<file path="config.mk">
export PLATFORM = sky130hd
export DESIGN_NAME = i2c_master_engine
export DESIGN_NICKNAME = d
export VERILOG_FILES = /design/src/hdl/i2c_master_engine_pkg.sv /design/src/hdl/i2c_master_engine.sv
export VERILOG_INCLUDE_DIRS = /design/src /design/src/hdl
export SDC_FILE = /design/constraint.sdc
export NUM_CORES = 1
export LEC_CHECK = 0
export BUFFER_PORTS_ARGS = -buffer_cell sky130_fd_sc_hd__buf_2
export CORE_MARGIN = 4
export CORE_UTILIZATION = 55
export CTS_CLUSTER_DIAMETER = 80
export CTS_CLUSTER_SIZE = 25
export DETAILED_ROUTE_END_ITERATION = 10
export PLACE_DENSITY = 0.79
export SETUP_SLACK_MARGIN = 0.4
export SLEW_MARGIN = 20
export SYNTH_ARGS = -nofsm -noshare
export SYNTH_HDL_FRONTEND = slang
export SYNTH_SLANG_ARGS = --single-unit
</file>
<file path="constraint.sdc">
create_clock -name clk -period 2.6 [get_ports clk]
set_input_delay 0.52 -clock clk [delete_from_list [all_inputs] [get_ports clk]]
set_output_delay 0.52 -clock clk [all_outputs]
set_load 0.1 [all_outputs]
</file>
<file path="src/hdl/i2c_master_engine_map.svh">
// register offsets, field positions, reset values and timing figures of the serial engine
`ifndef I2C_MASTER_ENGINE_MAP_SVH
`define I2C_MASTER_ENGINE_MAP_SVH

`define ADDR_DATA_BUFFER    3'h0
`define ADDR_SEQ_CONTROL    3'h1
`define ADDR_SERIAL_STATUS  3'h2
`define ADDR_BAUD_DIVISOR   3'h3
`define ADDR_ENGINE_CONTROL 3'h4

`define SEQ_START_BIT       0
`define SEQ_STOP_BIT        1
`define SEQ_RECEIVE_BIT     2
`define SEQ_ACK_ENABLE_BIT  3
`define SEQ_ACK_DATA_BIT    4
`define SEQ_ACK_STATUS_BIT  5

`define STAT_BUFFER_FULL    0
`define STAT_START_DET      1
`define STAT_STOP_DET       2
`define STAT_SERIAL_IRQ     3
`define STAT_BUS_COLLISION  4
`define STAT_OVERFLOW       5
`define STAT_WRITE_COLL     6

`define CTRL_ENABLE_BIT     0

`define BAUD_DIVISOR_RESET  8'h13
`define BAUD_PRESCALE       2'h1
`define LAST_DATA_BIT       4'h7
`define ACK_BIT_INDEX       4'h8

`endif

</file>
<file path="src/hdl/i2c_master_engine_pkg.sv">
// types of the serial engine
package i2c_master_engine_pkg;

  typedef enum logic [3:0] {
    IDLE       = 4'b0000,
    START_CHK  = 4'b0001,
    START_CNT  = 4'b0010,
    START_HOLD = 4'b0011,
    BIT_LOW    = 4'b0100,
    BIT_WAIT   = 4'b0101,
    BIT_HIGH   = 4'b0110,
    STOP_SDA   = 4'b0111,
    STOP_CNT   = 4'b1000,
    STOP_WAIT  = 4'b1001,
    STOP_HIGH  = 4'b1010,
    STOP_REL   = 4'b1011,
    STOP_END   = 4'b1100
  } state_type;

  typedef enum logic [1:0] {
    MODE_TX  = 2'b00,
    MODE_RX  = 2'b01,
    MODE_ACK = 2'b10
  } mode_type;

  typedef struct packed {
    state_type  st;
    mode_type   mode;
    logic [7:0] baud;
    logic [1:0] pre;
    logic [3:0] bitCnt;
    logic [7:0] shift;
    logic [7:0] buffer;
    logic [7:0] divisor;
    logic       enable;
    logic       startEn;
    logic       stopEn;
    logic       receiveEn;
    logic       acknowledge_enable_bit;
    logic       ackData;
    logic       ackStatus;
    logic       bufferFull;
    logic       writeColl;
    logic       overflow;
    logic       serialIrq;
    logic       busColl;
    logic       startDet;
    logic       stopDet;
    logic       sdaLow;
    logic       sclLow;
    logic       sdaS1;
    logic       sdaS2;
    logic       sdaPrev;
    logic       sclS1;
    logic       sclS2;
    logic       sclPrev;
    logic [7:0] rdata;
  } regs_type;

endpackage

</file>
<file path="src/hdl/i2c_master_engine.sv">
// two-wire master engine: receive, acknowledge, start, stop, transmit and arbitration
//
// Implementation choices: the plain strobed port and the register addresses.
`timescale 1ns/1ps
`include "i2c_master_engine_map.svh"

module i2c_master_engine (
  input  wire logic       clk,
  input  wire logic       rst,
  input  wire logic [2:0] regAddr,
  input  wire logic [7:0] regWdata,
  input  wire logic       regWr,
  input  wire logic       regRd,
  output logic      [7:0] regRdata,
  input  wire logic       sdaIn,
  output logic            sdaOut,
  output logic            sdaOe,
  input  wire logic       sclIn,
  output logic            sclOut,
  output logic            sclOe,
  output logic            serialIrq,
  output logic            busCollision
);

  i2c_master_engine_pkg::regs_type q;
  i2c_master_engine_pkg::regs_type d;

  logic sdaNow;
  logic sclNow;
  logic tick;
  logic rollover;
  logic engineIdle;
  logic busStart;
  logic busStop;
  logic bufWr;
  logic seqWr;
  logic statWr;

  assign sdaNow     = q.sdaS2;
  assign sclNow     = q.sclS2;
  assign tick       = (q.pre == `BAUD_PRESCALE);
  assign rollover   = tick && (q.baud == 8'h00);
  assign engineIdle = (q.st == i2c_master_engine_pkg::IDLE) && !q.startEn && !q.stopEn
                      && !q.receiveEn && !q.acknowledge_enable_bit;
  assign busStart   = q.sdaPrev && !sdaNow && q.sclPrev && sclNow;
  assign busStop    = !q.sdaPrev && sdaNow && q.sclPrev && sclNow;
  assign bufWr      = regWr && (regAddr == `ADDR_DATA_BUFFER);
  assign seqWr      = regWr && (regAddr == `ADDR_SEQ_CONTROL);
  assign statWr     = regWr && (regAddr == `ADDR_SERIAL_STATUS);

  always_comb begin
    d = q;
    // pins pass two flops before any logic looks at them
    d.sdaS1   = sdaIn;
    d.sdaS2   = q.sdaS1;
    d.sdaPrev = q.sdaS2;
    d.sclS1   = sclIn;
    d.sclS2   = q.sclS1;
    d.sclPrev = q.sclS2;

    // baud counter counts down and holds at zero; states reload it where a period starts
    d.pre = tick ? 2'h0 : q.pre + 2'h1;
    if (tick && q.baud != 8'h00) begin
      d.baud = q.baud - 8'h01;
    end

    // status flags: write one to clear, a set later in this process wins
    if (statWr) begin
      d.serialIrq = q.serialIrq & ~regWdata[`STAT_SERIAL_IRQ];
      d.busColl   = q.busColl & ~regWdata[`STAT_BUS_COLLISION];
      d.overflow  = q.overflow & ~regWdata[`STAT_OVERFLOW];
      d.writeColl = q.writeColl & ~regWdata[`STAT_WRITE_COLL];
    end
    if (regWr && regAddr == `ADDR_BAUD_DIVISOR) begin
      d.divisor = regWdata;
    end
    if (regWr && regAddr == `ADDR_ENGINE_CONTROL) begin
      d.enable = regWdata[`CTRL_ENABLE_BIT];
    end
    if (seqWr) begin
      d.ackData = regWdata[`SEQ_ACK_DATA_BIT];
    end
    if (regRd && regAddr == `ADDR_DATA_BUFFER) begin
      d.bufferFull = 1'b0;
    end

    // bus monitor for multi-master free detection
    if (busStart) begin
      d.startDet = 1'b1;
      d.stopDet  = 1'b0;
    end
    if (busStop) begin
      d.stopDet  = 1'b1;
      d.startDet = 1'b0;
      if (q.st == i2c_master_engine_pkg::IDLE && q.enable) begin
        d.serialIrq = 1'b1;
      end
    end

    // commands are taken only when idle, no queuing
    if (q.enable && engineIdle) begin
      if (seqWr && regWdata[`SEQ_START_BIT]) begin
        d.startEn = 1'b1;
        d.st      = i2c_master_engine_pkg::START_CHK;
      end else if (seqWr && regWdata[`SEQ_STOP_BIT]) begin
        d.stopEn = 1'b1;
        d.sdaLow = 1'b1;
        d.sclLow = 1'b1;
        d.st     = i2c_master_engine_pkg::STOP_SDA;
      end else if (seqWr && regWdata[`SEQ_RECEIVE_BIT]) begin
        d.receiveEn = 1'b1;
        d.mode      = i2c_master_engine_pkg::MODE_RX;
        d.bitCnt    = 4'h0;
        d.sdaLow    = 1'b0;
        d.sclLow    = 1'b1;
        d.baud      = q.divisor;
        d.pre       = 2'h0;
        d.st        = i2c_master_engine_pkg::BIT_LOW;
      end else if (seqWr && regWdata[`SEQ_ACK_ENABLE_BIT]) begin
        d.acknowledge_enable_bit  = 1'b1;
        d.mode   = i2c_master_engine_pkg::MODE_ACK;
        d.sdaLow = !regWdata[`SEQ_ACK_DATA_BIT];
        d.sclLow = 1'b1;
        d.baud   = q.divisor;
        d.pre    = 2'h0;
        d.st     = i2c_master_engine_pkg::BIT_LOW;
      end else if (bufWr) begin
        // always from the top bit, whatever an earlier transfer left behind
        d.buffer     = regWdata;
        d.shift      = regWdata;
        d.bufferFull = 1'b1;
        d.mode       = i2c_master_engine_pkg::MODE_TX;
        d.bitCnt     = 4'h0;
        d.sdaLow     = !regWdata[7];
        d.sclLow     = 1'b1;
        d.baud       = q.divisor;
        d.pre        = 2'h0;
        d.st         = i2c_master_engine_pkg::BIT_LOW;
      end
    end else if (bufWr) begin
      d.writeColl = 1'b1;
    end

    case (q.st)
      i2c_master_engine_pkg::IDLE: begin
      end
      i2c_master_engine_pkg::START_CHK: begin
        if (!sdaNow || !sclNow) begin
          d.busColl = 1'b1;
          d.startEn = 1'b0;
          d.st      = i2c_master_engine_pkg::IDLE;
        end else begin
          d.baud = q.divisor;
          d.pre  = 2'h0;
          d.st   = i2c_master_engine_pkg::START_CNT;
        end
      end
      i2c_master_engine_pkg::START_CNT: begin
        if (!sclNow && sdaNow) begin
          d.busColl = 1'b1;
          d.startEn = 1'b0;
          d.st      = i2c_master_engine_pkg::IDLE;
        end else if (!sdaNow || rollover) begin
          // another master went first: follow at once and arbitrate later
          d.sdaLow = 1'b1;
          d.baud   = q.divisor;
          d.pre    = 2'h0;
          d.st     = i2c_master_engine_pkg::START_HOLD;
        end
      end
      i2c_master_engine_pkg::START_HOLD: begin
        if (rollover) begin
          d.sclLow    = 1'b1;
          d.startEn   = 1'b0;
          d.serialIrq = 1'b1;
          d.st        = i2c_master_engine_pkg::IDLE;
        end
      end
      i2c_master_engine_pkg::BIT_LOW: begin
        if (rollover) begin
          d.sclLow = 1'b0;
          d.st     = i2c_master_engine_pkg::BIT_WAIT;
        end
      end
      i2c_master_engine_pkg::BIT_WAIT: begin
        if (sclNow) begin
          d.baud = q.divisor;
          d.pre  = 2'h0;
          d.st   = i2c_master_engine_pkg::BIT_HIGH;
        end
      end
      i2c_master_engine_pkg::BIT_HIGH: begin
        if (!q.sdaLow && !sdaNow && q.mode != i2c_master_engine_pkg::MODE_RX
            && !(q.mode == i2c_master_engine_pkg::MODE_TX && q.bitCnt == `ACK_BIT_INDEX)) begin
          d.busColl = 1'b1;
          d.sdaLow  = 1'b0;
          d.sclLow  = 1'b0;
          d.acknowledge_enable_bit   = 1'b0;
          if (q.mode == i2c_master_engine_pkg::MODE_TX) begin
            d.bufferFull = 1'b0;
          end
          d.st = i2c_master_engine_pkg::IDLE;
        end else if (rollover) begin
          d.sclLow = 1'b1;
          d.baud   = q.divisor;
          d.pre    = 2'h0;
          d.bitCnt = q.bitCnt + 4'h1;
          d.st     = i2c_master_engine_pkg::BIT_LOW;
          case (q.mode)
            i2c_master_engine_pkg::MODE_RX: begin
              d.shift = {q.shift[6:0], sdaNow};
              if (q.bitCnt == `LAST_DATA_BIT) begin
                d.buffer    = {q.shift[6:0], sdaNow};
                d.bufferFull = 1'b1;
                d.overflow  = q.overflow | q.bufferFull;
                d.serialIrq = 1'b1;
                d.receiveEn = 1'b0;
                d.st        = i2c_master_engine_pkg::IDLE;
              end
            end
            i2c_master_engine_pkg::MODE_ACK: begin
              d.acknowledge_enable_bit = 1'b0;
              d.st    = i2c_master_engine_pkg::IDLE;
            end
            default: begin
              if (q.bitCnt == `ACK_BIT_INDEX) begin
                d.ackStatus = sdaNow;
                d.serialIrq = 1'b1;
                d.st        = i2c_master_engine_pkg::IDLE;
              end else if (q.bitCnt == `LAST_DATA_BIT) begin
                d.bufferFull = 1'b0;
                d.sdaLow     = 1'b0;
              end else begin
                d.shift  = {q.shift[6:0], 1'b0};
                d.sdaLow = !q.shift[6];
              end
            end
          endcase
        end
      end
      i2c_master_engine_pkg::STOP_SDA: begin
        if (!sdaNow) begin
          d.baud = q.divisor;
          d.pre  = 2'h0;
          d.st   = i2c_master_engine_pkg::STOP_CNT;
        end
      end
      i2c_master_engine_pkg::STOP_CNT: begin
        if (rollover) begin
          d.sclLow = 1'b0;
          d.st     = i2c_master_engine_pkg::STOP_WAIT;
        end
      end
      i2c_master_engine_pkg::STOP_WAIT: begin
        if (sclNow) begin
          d.baud = q.divisor;
          d.pre  = 2'h0;
          d.st   = i2c_master_engine_pkg::STOP_HIGH;
        end
      end
      i2c_master_engine_pkg::STOP_HIGH: begin
        if (!sclNow) begin
          d.busColl = 1'b1;
          d.sdaLow  = 1'b0;
          d.stopEn  = 1'b0;
          d.st      = i2c_master_engine_pkg::IDLE;
        end else if (rollover) begin
          d.sdaLow = 1'b0;
          d.st     = i2c_master_engine_pkg::STOP_REL;
        end
      end
      i2c_master_engine_pkg::STOP_REL: begin
        if (sdaNow && sclNow) begin
          d.baud = q.divisor;
          d.pre  = 2'h0;
          d.st   = i2c_master_engine_pkg::STOP_END;
        end
      end
      i2c_master_engine_pkg::STOP_END: begin
        if (rollover) begin
          d.stopEn    = 1'b0;
          d.serialIrq = 1'b1;
          d.st        = i2c_master_engine_pkg::IDLE;
        end
      end
      default: begin
        d.st = i2c_master_engine_pkg::IDLE;
      end
    endcase

    // disabled engine lets go of the bus and forgets bus state
    if (!q.enable) begin
      d.st        = i2c_master_engine_pkg::IDLE;
      d.startEn   = 1'b0;
      d.stopEn    = 1'b0;
      d.receiveEn = 1'b0;
      d.acknowledge_enable_bit     = 1'b0;
      d.sdaLow    = 1'b0;
      d.sclLow    = 1'b0;
      d.startDet  = 1'b0;
      d.stopDet   = 1'b0;
    end

    // read data stands for one cycle only
    d.rdata = 8'h00;
    if (regRd) begin
      case (regAddr)
        `ADDR_DATA_BUFFER:    d.rdata = q.buffer;
        `ADDR_SEQ_CONTROL:    d.rdata = {2'h0, q.ackStatus, q.ackData, q.acknowledge_enable_bit,
                                         q.receiveEn, q.stopEn, q.startEn};
        `ADDR_SERIAL_STATUS:  d.rdata = {1'b0, q.writeColl, q.overflow, q.busColl,
                                         q.serialIrq, q.stopDet, q.startDet, q.bufferFull};
        `ADDR_BAUD_DIVISOR:   d.rdata = q.divisor;
        `ADDR_ENGINE_CONTROL: d.rdata = {7'h00, q.enable};
        default:              d.rdata = 8'h00;
      endcase
    end
  end

  always_ff @(posedge clk) begin
    if (rst) begin
      q         <= '0;
      q.st      <= i2c_master_engine_pkg::IDLE;
      q.mode    <= i2c_master_engine_pkg::MODE_TX;
      q.divisor <= `BAUD_DIVISOR_RESET;
      q.sdaS1   <= 1'b1;
      q.sdaS2   <= 1'b1;
      q.sdaPrev <= 1'b1;
      q.sclS1   <= 1'b1;
      q.sclS2   <= 1'b1;
      q.sclPrev <= 1'b1;
    end else begin
      q <= d;
    end
  end

  // pins are open drain: output value is always low, only the enable moves
  assign regRdata     = q.rdata;
  assign sdaOut       = 1'b0;
  assign sclOut       = 1'b0;
  assign sdaOe        = q.sdaLow;
  assign sclOe        = q.sclLow;
  assign serialIrq    = q.serialIrq;
  assign busCollision = q.busColl;

endmodule // i2c_master_engine

</file>
# Word-level counts from Yosys, hierarchy flattened
# Cells that the tools add are included.
# Widths: inputs -> output; s select.
# op_classes
div_mod_pow	0
n_mux	130
multipliers	0
n_lt_le_gt_ge	0
n_reduce_logical	59
eq_ne	23
n_addsub	3
bitwise_logic	15
n_shift	0
# op_table
op	count
$mux 36	7
$mux 4	17
$mux 32	2
$mux 10	6
$mux 20	3
$mux 30	2
$pmux 10 s6	1
$mux 1	53
$pmux 4 s12	1
$mux 8	5
$pmux 8 s5	1
$mux 2	17
$mux 16	2
$logic_and 1x1->1	30
$eq 4x4->1 const B	6
$eq 4x3->1 const B	5
$pmux 8 s2	1
$logic_not 1->1	12
$reduce_or 2->1	6
$not 1->1	10
$mux 3	3
$pmux 1 s3	3
$eq 4x2->1 const B	2
$logic_not 8->1	1
25 further kinds	34
# totals
mem_count	0
elab_cells	261
ff_bits	74
mem_bits_ro	0
ram_bits	0
latchBits	0
inputBits	17

# Logic depth before layout (Yosys ltp)
# Gate-level depths: netlist of the first run.
# depth
depth_word	20
depth_mapped	9
ltp_nobuf	7

# Worst setup path after synthesis of the first run
# OpenSTA, ideal clock, no wires.
# synth_timing
kind	register to register
startpoint	register q (netlist bit sdaOe)
endpoint	register q[43] (netlist name)
n_path_buf	2
setup_slack_ns	0.351
synth_period_minus_slack_ns	2.249
arrival_time_ns	2.107
path_stages_with_launch	8
required_time_ns	2.458
setup_ns	0.142
path_cell_list	dfxtp_1 or3_1 o21ai_1 or3_1 buf_2 buf_6 nor2_1 a311oi_2
# synth_between
elab_chain_cells	6
# synth_rtl
element	line_no	rtl
from (decl)	i2c_master_engine.sv:25	i2c_master_engine_pkg::regs_type q;
$logic_not 1->1	i2c_master_engine.sv:193	if (!q.sdaLow && !sdaNow && q.mode != i2c_master_engine_pkg::MODE_RX
$logic_and 1x1->1 (3 in a row)	i2c_master_engine.sv:193	
$mux 30	i2c_master_engine.sv:193	
$mux 20	i2c_master_engine.sv:144	case (q.st)
# No other way between the ends.
# A chain may end at the register's enable or synchronous reset.

# Worst setup path after layout of the first run
# layout_timing
startpoint	register q[69] (netlist name)
endpoint	register q[71] (netlist name)
# layout_between
elab_chain_cells	6
elab_cells_between_ends	12
# layout_rtl
element	line_no
branches (longest 4 deep; another with $pmux 4 s2)	-
$mux 4 *	i2c_master_engine.sv:193
$pmux 4 s12 *	i2c_master_engine.sv:144
# Mark *: on every way between the ends.

==> impl_metrics.json, run 1 <==
{
  "internal_power_w": 0.00231,
  "dr_wl_met2_mm": 6.30,
  "vdd_drop_max_v": 0.000321,
  "worst_pin_slew_ps": 553,
  "top_layer": "met4",
  "final_cell_mix": "dfxtp_1, nand2_1, nor2_1",
  "wl_met3_mm": 1.38,
  "rsz0062_at_grt": "true",
  "power_leakage_nw": 1.97,
  "crit_end": "q[71]",
  "hold_slack_ps": 355,
  "cp.required_ps": 2820,
  "dr.pass1.iters": 6,
  "setup.worst_path.end_class": "register",
  "fp.dieH_um": 99.1,
  "grt_pass1_wl_mm": 21.6,
  "wl_per_cell_um": 20.0,
  "power_frac_clock": 0.292,
  "ys_ff_latch": 73,
  "final_max_slew_viol_count": 0,
  "layout_min_cycle_time_ps": 2140,
  "antennaDiodeCount": 0,
  "cts_buffer_depth": 2,
  "cts_made_buffers": 9,
  "port_buffers": 28,
  "path_class": "reg2reg",
  "dp_hpwl_mm": 9.92,
  "slew_headroom": 0.630,
  "grt_max_degree": 31,
  "r2r_end": "q[71]",
  "grt_pass1_vias": 4228,
  "grtUsageTotal": 0.275,
  "path_clk_slew_ps": 70,
  "grt_overflow": 0,
  "m1WireLength_mm": 5.54,
  "clk-insertion-delay-late_ps": 350,
  "cts.sinks": 73,
  "ys_types": 77,
  "drc": 0,
  "cp_max_fo": 7,
  "die_w_um": 99.1,
  "syn_area_mm2": 0.00456,
  "setup_viol": 0,
  "fin_nets": 603,
  "r2r_slack_ps": 460,
  "final_layout_size_suffix_gt1_frac": 0.229,
  "r2r_cells": 8,
  "antenna_found_initial": 0,
  "start_util": 0.578,
  "cts_tree": "built",
  "outcome": "complete, no violations",
  "p_sw_w": 0.00119,
  "combPwrFrac": 0.346,
  "gp_congestion": 0.985,
  "path_cells": "inv_1, ha_1, or3_4, o21a_4, buf_4, o31a_1, o221ai_1, a21oi_1",
  "synth_edf_count": 0,
  "crit_slowest_cell": "or3_4",
  "dieArea_mm2": 0.00981,
  "cp-start-kind": "register",
  "coreArea_mm2": 0.00789,
  "cellPowerDensity_mw_per_mm2": 673,
  "synthArstFlopShare": 0,
  "postRouteAntennaNets": 0,
  "root_buffer": "clkbuf_8",
  "switching_share": 0.340,
  "yosysWarningCount": 0,
  "syn2layout_area_growth_pct": 14.1,
  "synth_top_flop_cell": "dfxtp_1",
  "layout_commonest_cell": "dfxtp_1",
  "hold_path_class": "in2reg",
  "syn_area_per_cell_um2": 8.25,
  "ios": 31,
  "skew_ps": 7.24,
  "fmax_mhz": 467,
  "finalSetupTns_ps": 0,
  "num_rows": 32,
  "finalWirelength_mm": 13.7,
  "arrival_ps": 2360,
  "drt-initial-drc-count": 647,
  "slowest_delay_ps": 380,
  "vias": 4579,
  "seq_area_frac_synth": 0.320,
  "rr_startpoint": "q[69]",
  "htree_num_levels": 3,
  "max_cap_viol_count": 0,
  "syn_inst": 553,
  "viasPerCell": 6.67,
  "period_share": 0.824,
  "setup.worst_path.start": "q[69]",
  "seqPwrFrac": 0.363,
  "final-hold-violation-count": 0
}
[metal layers]
| layer | track usage | vias up |
|---|---|---|
| met5 | 0 | - |
| met4 | 0.119 | 0 |
| met3 | 0.0517 | 57 |
| met2 | 0.426 | 293 |
| met1 | 0.373 | 2149 |
| li1 | - | 2080 |
[cell type report]
cell class | count | area, um^2
clock buffer | 12 | 155
multi-input combinational | 416 | 2900
inverter | 16 | 60.1
sequential | 73 | 1460
tap | 102 | 128
clock inverter | 4 | 75.1
fill | 612 | 2680
timing repair buffer | 63 | 419
[worst min path at each step]
stage                     startpoint  endpoint  cells past startpoint
after CTS                      sdaIn     d[12]                      2
after detailed placement        d[9]    sclNow                      1
final                          sclIn      d[9]                      2
after global placement         d[12]    sdaNow                      1
after global routing           sdaIn     d[12]                      2
after floorplan                 d[9]    sclNow                      1
[state kept, by name, indices dropped and copies added (netlist names)]
name          flops
q                57
regRdata          8
d                 2
busCollision      1
sclNow            1
sclOe             1
sdaNow            1
sdaOe             1
serialIrq         1
[synth_stat cells (4+ instances only)]
library cell / instances / area (um^2)
nor3b_2: 4 / 50.1
a221oi_1: 4 / 35.0
and3_1: 6 / 37.5
a31oi_1: 10 / 62.6
inv_1: 14 / 52.6
nand3b_1: 4 / 30.0
dfxtp_1: 73 / 1460
mux4_2: 6 / 135
o21ai_0: 21 / 105
clkbuf_1: 13 / 48.8
buf_1: 7 / 26.3
nand2_1: 65 / 244
ha_1: 7 / 87.6
nor2b_1: 13 / 81.3
a22oi_1: 6 / 45.0
a21oi_1: 37 / 185
buf_4: 11 / 82.6
buf_2: 17 / 85.1
or3_1: 5 / 31.3
o22ai_1: 5 / 31.3
o211ai_1: 5 / 37.5
nand2b_1: 8 / 50.1
or2_2: 6 / 37.5
nand4_1: 7 / 43.8
nand3_1: 24 / 120
nor3_1: 18 / 90.1
a311oi_2: 8 / 120
nor2_1: 49 / 184
mux2i_1: 13 / 130
a2bb2oi_1: 6 / 52.6
[critical path: cells and delay by family, from the launching register on]
kind / cells / cell delay (ps)
adders and majority gates: 1 / 230
AOI/OAI and AO/OA: 4 / 840
DFF: 1 / 330
buffers and inverters: 2 / 230
and+or+nand+nor: 1 / 380
[through the flow]
stage	worst slack (ps)	area [um^2]	util	power [W]	std cells
floorplan	611	4570	-	0.00196	554
global placement	286	4780	0.606	0.00216	662
detailed placement	251	4780	0.606	0.00219	662
CTS	420	5040	0.640	0.00327	679
global route	368	5200	0.660	0.00366	686
finish	457	5200	0.660	0.00350	686
[power by group through the flow]
stage	Sequential [W]	Clock, W	Combinational (W)
after floorplan	0.00126	0	0.000700
after global placement	0.00128	0	0.000881
after detailed placement	0.00129	0	0.000903
after CTS	0.00126	0.00103	0.000974
after global routing	0.00128	0.00108	0.00130
final	0.00127	0.00102	0.00121
[logic make-up (layout without fill, tap and decap cells)]
logic type,Yosys count,count (layout),synth area share
mux,21,21,0.0631
simple gates,234,235,0.280
fa+ha+maj,7,7,0.0192
flops,73,73,0.320
xor+xnor,5,5,0.00960
compound gates,146,146,0.235
other cells,1,2,0.000822
buf+inv,66,95,0.0713
[repair_timing]
item,4_1_cts,5_1_grt
setup buffers,1,6
pin swaps,0,2
hold buffers,0,0
resized for setup,5,19
setup endpoints to repair,25,28
gates cloned,0,1
hold endpoints to repair,0,0
No activity file was read; power rests on OpenSTA's default activity.
==> run 2: changes to the inputs <==
==> constraint.sdc (replaced) <==
create_clock -name clk -period 2.25 [get_ports clk]
set_input_delay 0.45 -clock clk [delete_from_list [all_inputs] [get_ports clk]]
set_output_delay 0.45 -clock clk [all_outputs]
set_load 0.1 [all_outputs]
==> impl_metrics.json, run 2 (synthesized netlist as in run 1, its figures left out) <==
{
  "slowest_delay_ps": 360,
  "skew_ps": 10.8,
  "worst_pin_slew_ps": 548,
  "grt_pass1_vias": 4467,
  "fin_nets": 626,
  "slew_headroom": 0.630,
  "groute.layer.met1.usage": 0.388,
  "finalSetupTns_ps": 0,
  "cp.required_ps": 2520,
  "gp_congestion": 0.968,
  "num_rows": 32,
  "largest_reg_flops": 57,
  "final_max_slew_viol_count": 0,
  "final_cell_mix": "nand2_1, dfxtp_1, buf_4",
  "clk-insertion-delay-late_ps": 370,
  "layout_commonest_cell": "nand2_1",
  "wl_per_cell_um": 20.8,
  "globalRoute.busiestLayer": "met2",
  "cts_tree": "built",
  "layout_min_cycle_time_ps": 2030,
  "cts_made_buffers": 9,
  "coreArea_mm2": 0.00789,
  "setup_viol": 0,
  "postRouteAntennaNets": 0,
  "port_buffers": 28,
  "final-hold-violation-count": 0,
  "layout_setup_ws_ps": 220,
  "path_cells": "inv_2, ha_4, or3_4, o21a_4, a22oi_2, buf_6, nand3_4, mux2_4",
  "dieArea_mm2": 0.00981,
  "antenna_found_initial": 0,
  "rsz0062_at_grt": "true",
  "fmax_mhz": 492,
  "dr.pass1.iters": 6,
  "vdd_drop_max_v": 0.000541,
  "cp_max_fo": 4,
  "max_cap_viol_count": 0,
  "grt_overflow": 0,
  "start_util": 0.578,
  "syn2layout_area_growth_pct": 22.3,
  "path_clk_slew_ps": 90,
  "cts.sinks": 73,
  "grt_pass1_wl_mm": 23.2,
  "period_share": 0.902,
  "hold_depth": 2,
  "outcome": "complete, no violations",
  "pre_cts_slack_ps": 154,
  "antennaDiodeCount": 0,
  "finalWirelength_mm": 14.8,
  "die_w_um": 99.1,
  "ios": 31,
  "path_class": "reg2reg",
  "viasPerCell": 6.81,
  "dp_hpwl_mm": 10.1,
  "r2r_cells": 8,
  "use_met2": 0.466,
  "drt-initial-drc-count": 568,
  "arrival_ps": 2300,
  "crit_slowest_cell": "or3_4",
  "power_leakage_nw": 2.11,
  "cellPowerDensity_mw_per_mm2": 710,
  "fp.dieH_um": 99.1,
  "hold_path_class": "in2reg",
  "grt_max_degree": 24,
  "setup.worst_path.end_class": "register",
  "regMostFlops": "q",
  "htree_num_levels": 3,
  "vias": 4826,
  "final_layout_size_suffix_gt1_frac": 0.333,
  "cp-start-kind": "register",
  "grtUsageTotal": 0.295,
  "grt.met3_usage": 0.0637,
  "drc": 0,
  "cts_buffer_depth": 2,
  "root_buffer": "clkbuf_8"
}
## run 2: cell count changes in the layout (fill, tap and decap cells not counted), moves of 4 or more
cell / delta
nor2_1: -8
nor2_2: +6
inv_2: +4
a2bb2oi_1: -4
a2bb2oi_2: +4
buf_4: +16
dfxtp_1: -9
inv_1: -4
a221oi_2: +4
dfxtp_2: +6
buf_6: +6
## run 2: per-stage QoR
stage                util  power, W  instance area (um^2)  hold slack [ps]  cells
floorplan               -   0.00228                  4650              389    554
global placement    0.624   0.00254                  4920              400    672
detailed placement  0.624   0.00259                  4920              395    672
CTS                 0.677   0.00374                  5340              263    699
global route        0.707   0.00413                  5580              269    709
finish              0.707   0.00396                  5580              264    709
## run 2: repair_timing
| action | 4_1_cts | 5_1_grt |
|---|---|---|
| resized for setup | 43 | 36 |
| gates cloned | 2 | 1 |
| buffers inserted | 9 | 9 |
| pin swaps | 14 | 18 |
| endpoints found under the hold margin | 0 | 0 |
| endpoints found under the setup margin | 40 | 37 |
| hold buffers | 0 | 0 |
## run 2: critical path, delay by kind of cell (launching register included)
kind                     cells  cell delay (ps)
flip-flops                   1              340
AO/OA/AOI/OAI                2              450
adder cells (fa/ha/maj)      1              160
buffers and inverters        2              210
multiplexers                 1              320
AND/OR/NAND/NOR              2              440
## run 2: per-layer routing
metal / part of all wire / wire length [um]
met1: 0.37 / 5530
met2: 0.47 / 6950
met3: 0.11 / 1660
met4: 0.042 / 614
met5: 0 / 0
## run 2: worst paths after layout
check             start      to  slack (ps)
hold / removal    sclIn    d[9]         260
hold reg to reg    d[9]  sclNow         410
setup / recovery  q[69]   q[64]         220
setup reg to reg  q[69]   q[64]         220
## run 2: report_power, final
| group | total, W | switching [W] | internal, W |
|---|---|---|---|
| combinational | 0.00150 | 0.000797 | 0.000706 |
| clock | 0.000994 | 0.000576 | 0.000418 |
| sequential | 0.00146 | 0.0000946 | 0.00137 |
| total | 0.00396 | 0.00147 | 0.00249 |
## run 2: layout make-up
class | instances | area (um^2)
repair buffers | 87 | 649
flip-flops and latches | 73 | 1480
inverters | 16 | 60.1
multi-input cells | 415 | 3080
fillers | 546 | 2310
well taps | 102 | 128
clock buffers | 9 | 124
clock inverters | 7 | 60.1
